===== config.mk =====
export PLATFORM = sky130hd
export DESIGN_NAME = watchdog_and_reset_control
export DESIGN_NICKNAME = d
export VERILOG_FILES = /design/src/rtl/wdt_pkg.sv /design/src/rtl/sub_tick_gen.sv /design/src/rtl/hold_filter.sv /design/src/rtl/watchdog_and_reset_control.sv
export VERILOG_INCLUDE_DIRS = /design/src /design/src/rtl
export SDC_FILE = /design/constraint.sdc
export NUM_CORES = 1
export LEC_CHECK = 0
export BUFFER_PORTS_ARGS = -buffer_cell sky130_fd_sc_hd__buf_4
export CORE_MARGIN = 1.5
export CORE_UTILIZATION = 62
export DETAILED_ROUTE_END_ITERATION = 7
export PLACE_DENSITY_LB_ADDON = 0.1
export SLEW_MARGIN = 25
export SYNTH_ARGS = -nofsm -noshare
export SYNTH_HDL_FRONTEND = slang
export SYNTH_SLANG_ARGS = --single-unit

===== constraint.sdc =====
create_clock -name sys_clk -period 8.4 [get_ports sys_clk]
set_input_delay 0.42 -clock sys_clk [delete_from_list [all_inputs] [get_ports sys_clk]]
set_output_delay 0.42 -clock sys_clk [all_outputs]
set_load 0.01 [all_outputs]

===== src/rtl/wdt_defines.svh =====
// Offsets, field positions, reset values and timing counts of the watchdog and reset block
`ifndef WDT_DEFINES_SVH
`define WDT_DEFINES_SVH
// Register offsets
`define WDT_CTRL_ADDR 4'h0
`define FLAGS_CTRL_ADDR 4'h1
`define STATUS_ADDR 4'h2
// Watchdog control fields
`define KEY_LSB 3
`define KEY_MSB 7
`define SEL_MSB 2
`define KEY_VALID_A 5'h0a
`define KEY_VALID_B 5'h15
`define WDT_CTRL_RESET 8'h53
// Flag/control register bits
`define BIT_SOFT_RST 0
`define BIT_SPARE 1
`define BIT_LV_RST 2
`define BIT_UNUSED 6
`define FLAGS_CTRL_RESET 8'h00
// Status register bits
`define BIT_TIMEOUT 0
// Timing
`define CLK_PERIOD_NS 4
`define POWER_ON_DELAY_MS 50
`define POWER_ON_DELAY_CYC ((`POWER_ON_DELAY_MS * 1000000) / `CLK_PERIOD_NS)
`define KEY_DEBOUNCE_SUB 2
`define SUPPLY_FILTER_NS 1000
`define SUPPLY_FILTER_CYC ((`SUPPLY_FILTER_NS + `CLK_PERIOD_NS - 1) / `CLK_PERIOD_NS)
`define SUB_DIV_DEFAULT 7813
`endif


===== src/rtl/wdt_pkg.sv =====
// Types shared by the watchdog and reset block
package wdt_pkg;
    // Register bus request
    typedef struct packed {
        logic [3:0] addr;
        logic [7:0] wdata;
        logic wr;
        logic rd;
    } reg_req_t;
    // Reset requests leaving the block
    typedef struct packed {
        logic full_reset;
        logic pc_sp_reset;
    } reset_out_t;
    // Power-on sequencer states
    typedef enum logic [1:0] {
        PWR_HOLD,
        PWR_RUN
    } pwr_state_t;
endpackage


===== src/rtl/sub_tick_gen.sv =====
// Divider that makes the slow sub clock tick as a one-cycle enable
`timescale 1ns/10ps
module sub_tick_gen #(
    parameter int DIV = 7813
) (
    // Clock and reset
    input wire logic clk,
    input wire logic srst,
    // Tick out
    output logic tick
);
    logic [31:0] cnt_reg;
    logic [31:0] cnt_next;
    logic tick_next;

    // Wrap counter; tick marks the wrap
    always_comb begin
        tick_next = 1'b0;
        cnt_next = cnt_reg + 32'h1;
        if (cnt_reg >= 32'(DIV - 1)) begin
            cnt_next = 32'h0;
            tick_next = 1'b1;
        end
    end

    always_ff @(posedge clk) begin
        if (srst) begin
            cnt_reg <= 32'h0;
            tick <= 1'b0;
        end else begin
            cnt_reg <= cnt_next;
            tick <= tick_next;
        end
    end
endmodule


===== src/rtl/hold_filter.sv =====
// Filter that passes a level only after it holds for a minimum count
`timescale 1ns/10ps
module hold_filter #(
    parameter int COUNT = 250
) (
    // Clock and reset
    input wire logic clk,
    input wire logic srst,
    // Raw level and qualify enable
    input wire logic level_in,
    input wire logic enable,
    input wire logic step,
    // Filtered pulse
    output logic fire
);
    logic [31:0] cnt_reg;
    logic [31:0] cnt_next;
    logic fire_next;

    // Count steps while level holds; restart when it drops
    always_comb begin
        cnt_next = cnt_reg;
        fire_next = 1'b0;
        if (!level_in || !enable) begin
            cnt_next = 32'h0;
        end else if (step) begin
            if (cnt_reg >= 32'(COUNT)) begin
                fire_next = 1'b1;
                cnt_next = 32'h0;
            end else begin
                cnt_next = cnt_reg + 32'h1;
            end
        end
    end

    always_ff @(posedge clk) begin
        if (srst) begin
            cnt_reg <= 32'h0;
            fire <= 1'b0;
        end else begin
            cnt_reg <= cnt_next;
            fire <= fire_next;
        end
    end
endmodule


===== src/rtl/watchdog_and_reset_control.sv =====
// Watchdog timer, power-on delay, supply-drop reset and reset-cause flags
// Function
// - Counter overflow resets the device
// - Two key patterns enable the watchdog
// - Bad key resets after 2-3 slow ticks
// - Key powers up as first valid pattern
// - Normal timeout: full reset, timeout flag set
// - Sleep timeout: flag, reset PC and SP
// - Bad key, clear instr, halt clear counter
// - Code 111 gives largest division ratio
// - Wait power-on delay before first instruction
// - Power-on reset clears program counter
// - Power-on sets all port registers ones
// - Supply drop resets and sets flag
// - Short supply drops are ignored
// - Supply drop reset off in sleep
// - Low-voltage flag cleared only by software
// - Control bit 6 reads zero
// - Control bit 1 is plain storage
// - Select field picks overflow count
// - Soft-reset flag set by bad key
// - Counter runs from slow sub clock
//
// Strobed register access and the address map were decided locally.
`timescale 1ns/10ps
`include "wdt_defines.svh"
module watchdog_and_reset_control #(
    parameter int SUB_DIV = `SUB_DIV_DEFAULT,
    parameter int POR_CYCLES = `POWER_ON_DELAY_CYC,
    parameter int FILTER_CYCLES = `SUPPLY_FILTER_CYC
) (
    // Clock and reset
    input wire logic sys_clk,
    input wire logic srst,
    // Register port
    input wire logic [3:0] addr,
    input wire logic [7:0] wdata,
    input wire logic wr_stb,
    input wire logic rd_stb,
    output logic [7:0] rdata,
    // CPU events
    input wire logic clear_watchdog_instr,
    input wire logic halt_instr,
    input wire logic low_power_mode,
    // Supply detector
    input wire logic supply_drop_reset,
    // Reset outputs
    output logic cpu_run,
    output logic full_reset,
    output logic pc_sp_reset,
    output logic port_preset
);
    wdt_pkg::reg_req_t req;
    wdt_pkg::reset_out_t rst_next;
    wdt_pkg::pwr_state_t pwr_reg;
    wdt_pkg::pwr_state_t pwr_next;
    logic [7:0] wdt_ctrl_reg, wdt_ctrl_next;   // Key and select field
    logic [7:0] flags_reg, flags_next;         // Reset-cause and spare bits
    logic timeout_flag_reg, timeout_flag_next; // Status timeout flag
    logic [18:0] wdt_cnt_reg, wdt_cnt_next;    // Sub-clock watchdog count
    logic [1:0] key_dly_reg, key_dly_next;     // Bad-key debounce count
    logic [31:0] por_cnt_reg, por_cnt_next;    // Power-on delay count
    logic [7:0] rdata_next;
    logic cpu_run_next, port_preset_next;
    logic sub_tick;
    logic lv_fire;
    logic key_ok;
    logic [4:0] key;
    logic [18:0] limit;
    logic wdt_clear;
    logic overflow;

    assign req = '{addr: addr, wdata: wdata, wr: wr_stb, rd: rd_stb};
    assign key = wdt_ctrl_reg[`KEY_MSB:`KEY_LSB];
    assign key_ok = (key == `KEY_VALID_A) || (key == `KEY_VALID_B);

    // Slow sub clock as an enable pulse
    sub_tick_gen #(.DIV(SUB_DIV)) u_tick (
        .clk(sys_clk),
        .srst(srst),
        .tick(sub_tick)
    );

    // Supply-drop filter, gated off in low-power modes
    hold_filter #(.COUNT(FILTER_CYCLES)) u_lvf (
        .clk(sys_clk),
        .srst(srst),
        .level_in(supply_drop_reset),
        .enable(!low_power_mode),
        .step(1'b1),
        .fire(lv_fire)
    );

    // Overflow limit from select code
    always_comb begin
        unique case (wdt_ctrl_reg[`SEL_MSB:0])
            3'h0: limit = 19'h00100;
            3'h1: limit = 19'h00400;
            3'h2: limit = 19'h01000;
            3'h3: limit = 19'h04000;
            3'h4: limit = 19'h08000;
            3'h5: limit = 19'h10000;
            3'h6: limit = 19'h20000;
            3'h7: limit = 19'h40000;
        endcase
    end

    // Clear sources; a bad key also clears the count
    assign wdt_clear = clear_watchdog_instr || halt_instr || !key_ok;
    assign overflow = key_ok && sub_tick && (wdt_cnt_reg >= limit - 19'h1);

    // Power-on sequencer: hold the CPU, then release
    always_comb begin
        pwr_next = pwr_reg;
        por_cnt_next = por_cnt_reg;
        cpu_run_next = 1'b0;
        port_preset_next = 1'b0;
        unique case (pwr_reg)
            wdt_pkg::PWR_HOLD: begin
                port_preset_next = 1'b1;
                if (por_cnt_reg >= 32'(POR_CYCLES - 1)) begin
                    pwr_next = wdt_pkg::PWR_RUN;
                    cpu_run_next = 1'b1;
                    port_preset_next = 1'b0;
                end else begin
                    por_cnt_next = por_cnt_reg + 32'h1;
                end
            end
            wdt_pkg::PWR_RUN: begin
                cpu_run_next = 1'b1;
            end
        endcase
    end

    // Counter, flags and resets
    always_comb begin
        wdt_ctrl_next = wdt_ctrl_reg;
        flags_next = flags_reg;
        timeout_flag_next = timeout_flag_reg;
        wdt_cnt_next = wdt_cnt_reg;
        key_dly_next = key_dly_reg;
        rst_next = '0;
        rdata_next = 8'h00;
        // Software writes
        if (req.wr && req.addr == `WDT_CTRL_ADDR) begin
            wdt_ctrl_next = req.wdata;
        end
        if (req.wr && req.addr == `FLAGS_CTRL_ADDR) begin
            flags_next = req.wdata;
        end
        if (req.wr && req.addr == `STATUS_ADDR) begin
            timeout_flag_next = req.wdata[`BIT_TIMEOUT];
        end
        flags_next[`BIT_UNUSED] = 1'b0;
        // Watchdog count
        if (wdt_clear) begin
            wdt_cnt_next = 19'h0;
        end else if (overflow) begin
            wdt_cnt_next = 19'h0;
        end else if (key_ok && sub_tick) begin
            wdt_cnt_next = wdt_cnt_reg + 19'h1;
        end
        // Timeout: full reset when running, PC/SP only in low power
        if (overflow && !wdt_clear) begin
            timeout_flag_next = 1'b1;
            if (low_power_mode) begin
                rst_next.pc_sp_reset = 1'b1;
            end else begin
                rst_next.full_reset = 1'b1;
            end
        end
        // Bad-key debounce over slow ticks
        if (key_ok) begin
            key_dly_next = 2'h0;
        end else if (sub_tick) begin
            if (key_dly_reg >= 2'(`KEY_DEBOUNCE_SUB)) begin
                rst_next.full_reset = 1'b1;
                flags_next[`BIT_SOFT_RST] = 1'b1;
                wdt_ctrl_next = `WDT_CTRL_RESET;
                key_dly_next = 2'h0;
            end else begin
                key_dly_next = key_dly_reg + 2'h1;
            end
        end
        // Supply drop; set wins over software clear
        if (lv_fire) begin
            rst_next.full_reset = 1'b1;
            flags_next[`BIT_LV_RST] = 1'b1;
        end
        // Read mux
        if (req.rd) begin
            unique case (req.addr)
                `WDT_CTRL_ADDR: rdata_next = wdt_ctrl_reg;
                `FLAGS_CTRL_ADDR: rdata_next = flags_reg & ~(8'h01 << `BIT_UNUSED);
                `STATUS_ADDR: rdata_next = {7'h00, timeout_flag_reg};
                default: rdata_next = 8'h00;
            endcase
        end
    end

    // Register everything
    always_ff @(posedge sys_clk) begin
        if (srst) begin
            pwr_reg <= wdt_pkg::PWR_HOLD;
            por_cnt_reg <= 32'h0;
            wdt_ctrl_reg <= `WDT_CTRL_RESET;
            flags_reg <= `FLAGS_CTRL_RESET;
            timeout_flag_reg <= 1'b0;
            wdt_cnt_reg <= 19'h0;
            key_dly_reg <= 2'h0;
            rdata <= 8'h00;
            cpu_run <= 1'b0;
            port_preset <= 1'b1;
            full_reset <= 1'b1;
            pc_sp_reset <= 1'b0;
        end else begin
            pwr_reg <= pwr_next;
            por_cnt_reg <= por_cnt_next;
            wdt_ctrl_reg <= wdt_ctrl_next;
            flags_reg <= flags_next;
            timeout_flag_reg <= timeout_flag_next;
            wdt_cnt_reg <= wdt_cnt_next;
            key_dly_reg <= key_dly_next;
            rdata <= rdata_next;
            cpu_run <= cpu_run_next;
            port_preset <= port_preset_next;
            full_reset <= rst_next.full_reset || !cpu_run_next;
            pc_sp_reset <= rst_next.pc_sp_reset;
        end
    end
endmodule


# ---- Yosys cells after proc, flatten, opt, wreduce, memory -nomap -nowiden
# Memories as Yosys holds them, arrays and structs flattened. A register that Yosys moved wholly into a read port is not among the register bits.
# Index checks and enable logic that the tools add are counted.
dict set report totals {
  rom_bits 64
  n_memories 1
  register_bits 148
  ramBits 0
  latchBits 0
}
# memory depth width read_ports rd_clocked_by_memory_dff wr line_no
set mem_list {}
lappend mem_list {{(name not given)} 8 8 1 1 0 watchdog_and_reset_control.sv:96} ;# unique case (wdt_ctrl_reg[`SEL_MSB:0])
dict set report classes {
  eq_ne 4
  n_bitwise 3
  reduce_logical 28
  mux 27
  shifts 0
  n_mul 0
  order_cmp 5
  add_sub_neg 6
  div_mod_pow 0
}
# cell count
set ops {}
lappend ops {{$add 32x1->32 const B} 3}
lappend ops {{$ge 32x13->1 const B} 1}
lappend ops {{$ge 32x24->1 const B} 1}
lappend ops {{$ge 32x8->1 const B} 1}
lappend ops {{$mux 8} 4}
lappend ops {{$pmux 8 s3} 1}
lappend ops {{$add 19x1->19 const B} 1}
lappend ops {{$ge 19x19->1} 1}
lappend ops {{$sub 19x1->19 const B} 1}
lappend ops {{$mux 1} 17}
lappend ops {{$reduce_or 2->1} 5}
lappend ops {{$logic_and 1x1->1} 6}
lappend ops {{$mux 3} 2}
lappend ops {{$reduce_or 3->1} 2}
lappend ops {{$eq 5x4->1 const B} 1}
lappend ops {{$eq 5x5->1 const B} 1}
lappend ops {{$logic_or 1x1->1} 5}
lappend ops {{$eq 4x1->1 const B} 1}
lappend ops {{$eq 4x2->1 const B} 1}
lappend ops {{$logic_not 1->1} 4}
lappend ops {{$logic_not 4->1} 1}
lappend ops {{$mux 2} 2}
lappend ops {{$reduce_and 2->1} 2}
lappend ops {{$reduce_bool 2->1} 2}
lappend ops {{5 further kinds} 7}

# ---- Longest topological paths before layout
dict set report depth {
  depth_word 12
  depth_mapped 13
}

# ---- Hierarchy
# A second synthesis with hierarchy kept.
dict set report unflattened {
  hier_cells 772
  hier_area_um2 6951.7
}
# mod seq_area_each_um2 instances cells_each area_per_inst_um2
set by_module_without_submodules {}
lappend by_module_without_submodules {watchdog_and_reset_control 1801.7 1 494 4270.3}
lappend by_module_without_submodules {hold_filter 660.6 1 182 1627.8}
lappend by_module_without_submodules {sub_tick_gen 660.6 1 96 1053.5}

# ---- Worst setup path before layout
# No wires, ideal clock.
dict set report synth_path {
  kind {register to register}
  start {register limit[12] (netlist name)}
  end {register full_reset}
  synth_period_minus_slack_ns 2.675
  arrival_ns 2.551
  path_stages_with_launch 11
  required_ns 8.276
  slack_ns 5.725
  path_cell_list {dfxtp_1 -> or3_1 -> or4_1 -> nor2_1 -> xnor2_1 -> ha_1 -> nand4_1 -> inv_1 -> a21oi_1 -> a21oi_1 -> a2111o_1}
}
dict set report synth_between {
  elab_chain_cells 10
}
# element line_no
set synth_rtl {}
lappend synth_rtl {{$sub 19x1->19 (*)} watchdog_and_reset_control.sv:110} ;# assign overflow = key_ok && sub_tick && (wdt_cnt_reg >= limit - 19'h1);
lappend synth_rtl {{$ge 19x19->1 (*)} watchdog_and_reset_control.sv:110}
lappend synth_rtl {{$logic_and 1x1->1 (*)} watchdog_and_reset_control.sv:110}
lappend synth_rtl {{$logic_and 1x1->1 (*)} watchdog_and_reset_control.sv:164} ;# if (overflow && !wdt_clear) begin
lappend synth_rtl {{$mux 2 (*)} watchdog_and_reset_control.sv:164}
lappend synth_rtl {{$mux 1} watchdog_and_reset_control.sv:176} ;# if (key_dly_reg >= 2'(`KEY_DEBOUNCE_SUB)) begin
lappend synth_rtl {{$mux 1} watchdog_and_reset_control.sv:175} ;# end else if (sub_tick) begin
lappend synth_rtl {{$mux 1 (*)} watchdog_and_reset_control.sv:173} ;# if (key_ok) begin
lappend synth_rtl {{$mux 1 (*)} watchdog_and_reset_control.sv:186} ;# if (lv_fire) begin
lappend synth_rtl {{$logic_or 1x1->1 (*)} watchdog_and_reset_control.sv:227} ;# full_reset <= rst_next.full_reset || !cpu_run_next;
lappend synth_rtl {{end signal, assigned} watchdog_and_reset_control.sv:227}
lappend synth_rtl {{end, declared} watchdog_and_reset_control.sv:49} ;# output logic full_reset,
# Every way passes the cells marked *; elsewhere a longest branch is shown, timed or not.
# A chain may end at the register's enable or synchronous reset.

# ---- Final worst setup path
dict set report layout_path {
  start {register limit[12] (netlist name)}
  end {register wdt_cnt_reg[10]}
}
dict set report layout_between {
  elab_chain_cells 4
}
# element line_no
set layout_rtl {}
lappend layout_rtl {{$sub 19x1->19} watchdog_and_reset_control.sv:110}
lappend layout_rtl {{$ge 19x19->1} watchdog_and_reset_control.sv:110}
lappend layout_rtl {{$logic_and 1x1->1} watchdog_and_reset_control.sv:110}
lappend layout_rtl {{$reduce_or 3->1 (no source line)} --}
lappend layout_rtl {{end signal, assigned} watchdog_and_reset_control.sv:222} ;# wdt_cnt_reg <= wdt_cnt_next;
lappend layout_rtl {{end, declared} watchdog_and_reset_control.sv:60} ;# logic [18:0] wdt_cnt_reg, wdt_cnt_next;
# Every way passes these cells.

==> results.toml <==
[outcome]
status = "finished clean"

[sta]
relSlewSlack_pct = 29.9
fin_crit_sh_pct = 35.3
fin_skew_ns = 0.00792
clock.fmax_ghz = 0.337
hold_violations = 0
hold_ws_ns = 0.121
layout_min_cycle_time_ns = 2.96
rsz0062_at_grt = "no"
slew_violations = 0
setup_viol = 0
tightest_slew_ns = 1.05
tns_ns = 0

[synthesis]
netlist_top_cells_area = "dfxtp_1 (50%), ha_1 (3.6%), a21oi_1 (3.3%), nand3_1 (3.3%), nand2_1 (3.0%)"
async_flop_share_pct = 0
synth_cell_types = 55
syn_avg_cell_area_um2 = 9.39
syn_area_mm2 = 0.00628
synth_edf_count = 0
synth_most_common_cell = "dfxtp_1"
yosysWarningCount = 0
ys_seq_elements = 156
synthCells = 669
netlist.top_cell.by_area = "dfxtp_1"
synthTopCellsByCount = "dfxtp_1 (156), nand2_1 (50), nor2_1 (47)"
ys_seq_area_share_pct = 49.7
synth_top_area_share_pct = 49.7
ys.flop_type = "dfxtp_1"

[floorplan]
io_pins = 32
core_area_mm2 = 0.00982
dieWidth_um = 104
start_util_pct = 64.0
dieArea_mm2 = 0.0107
die_h_um = 104
rows = 36

[worst_setup_path]
cp_slowest_cell = "a211oi_4"
critPathRequiredTime_ns = 8.77
path_cells = "or3_1, or4_1, nor2_1, xnor2_1, ha_1, nand4_1, a211oi_4, nor3_1"
critPathLaunchType = "flop"
crit_fanout = 19
crit_type = "flop to flop"
end_kind = "flop"
slowest_delay_ns = 0.72
crit_arrival_ns = 3.33

[routing]
drt_iter0_markers = 177
wire_per_inst_um = 14.6
antenna_left = 0
finalWirelength_um = 12900
vias = 4938
via_per_inst = 5.60
firstDrtPassIters = 5
drc_errors = 0

[clock_tree]
cts_tree = "yes"
htreeDepth = 4
cts_buffers = 17
root_buffer = "clkbuf_8"
clock-sinks = 156
clkTransAtPathRegs_ns = 0.06
cts_setup_buffers = 0
cts_buffer_depth = 2
post_cts_resized = 0
worst_skew_pair.late_latency_ns = 0.52
hold_buffers = 0

[power_and_ir_drop]
irDropWorstVdd_v = 0.000153
seqPwrFrac_pct = 49.4
p_int_uw = 1230
swShare_pct = 20.3
switching_power_uw = 313
pwr_density_cell_mw_per_mm2 = 212
clockPowerShare_pct = 47.7
combPwrFrac_pct = 2.9
power.leakage_uw = 0.00270

[global_routing]
grt_pass1_vias = 4744
grt_start_max_net_pins = 59
grt_pass1_wl_um = 22100
antenna_found_initial = 0
grt.total_usage_pct = 25.5
gr-total-overflow = 0

[layout]
syn_to_final_growth_pct = 16.2
nNetsFinal = 773
n_antenna_cell = 0
stdcell_area_mm2 = 0.00730
drive_above_1_share_pct = 11.4
num-fill-cells = 752

[place]
io_buffers = 31
gp_congestion = 0.838
dp_hpwl_um = 8920
dpl_cell_area_mm2 = 0.00671

[min_path]
hold_class = "input pin to flop"

[run]
cap_violations = 0
==> routing by layer <==
layer,up-vias,track usage [%],share of wire [%]
met5,-,0,0
met1,2325,32.4,45
met3,9,6.80,4.1
met2,101,43.4,50
li1,2503,-,-
met4,0,6.05,0.49
==> path summary, 6_finish.rpt <==
| check | startpoint | to | slack (ns) | depth (start not counted) |
|---|---|---|---|---|
| setup / recovery | limit[12] | wdt_cnt_reg[10] | 5.44 | 8 |
| hold / removal | wdata[6] | wdt_ctrl_reg[6] | 0.12 | 3 |
| setup reg to reg | limit[12] | wdt_cnt_reg[10] | 5.44 | 8 |
| hold reg to reg | flags_reg[1] | flags_reg[1] | 0.46 | 2 |
==> per-stage QoR <==
stage               util [%]  std cells  setup slack, ns  total power (uW)
CTS                     74.2        881             5.42              1560
finish                  74.4        881             5.44              1550
detailed placement      68.3        849             5.44               823
global route            74.4        881             5.22              1600
floorplan                  -        711             5.72               804
global placement        68.3        849             5.55               821
==> area by class of cell <==
cell class | count | area, um^2 | area share [%]
Multi-Input combinational cell | 512 | 3130 | 42.9
Sequential cell | 156 | 3120 | 42.8
Clock buffer | 26 | 498 | 6.82
Timing Repair Buffer | 31 | 233 | 3.19
Tap cell | 133 | 166 | 2.28
Clock inverter | 6 | 82.6 | 1.13
Inverter | 17 | 63.8 | 0.874
==> kinds of logic after synthesis <==
logic type	synth area share (%)
compound gates	8.94
xor+xnor	5.44
fa+ha+maj	3.59
buf+inv	3.23
flops	49.7
mux	1.69
other cells	0.0597
simple gates	27.3
==> layout by cell type (no fill, tap or decap), types with 18 or more instances in the layout <==
| cell type | Yosys | routed |
|---|---|---|
| dfxtp_1 | 156 | 156 |
| nand2_1 | 50 | 50 |
| nor2_1 | 47 | 47 |
| conb_1 | 1 | 43 |
| a21oi_1 | 41 | 41 |
| nand3_1 | 41 | 40 |
| nor3_1 | 34 | 34 |
| buf_4 | 3 | 31 |
| nand4_1 | 29 | 29 |
| xnor2_1 | 21 | 21 |
| xor2_1 | 18 | 18 |
| nor4_1 | 18 | 18 |
| ha_1 | 18 | 18 |
==> critical path, delay by kind of cell (launching register included) <==
kind / cells / cell delay (ns)
DFF: 1 / 0.33
and+or+nand+nor: 5 / 1.36
AOI/OAI and AO/OA: 1 / 0.72
xor gates and xnor gates: 1 / 0.09
adders and majority gates: 1 / 0.31
==> power by group through the flow <==
stage,sequential (uW),clock [uW],combinational (uW)
after CTS,763,749,44.1
after floorplan,776,0,27.9
after global routing,765,783,50.5
final,763,737,45.3
after global placement,778,0,42.7
after detailed placement,779,0,43.9
(Power assumes the default switching activity.)
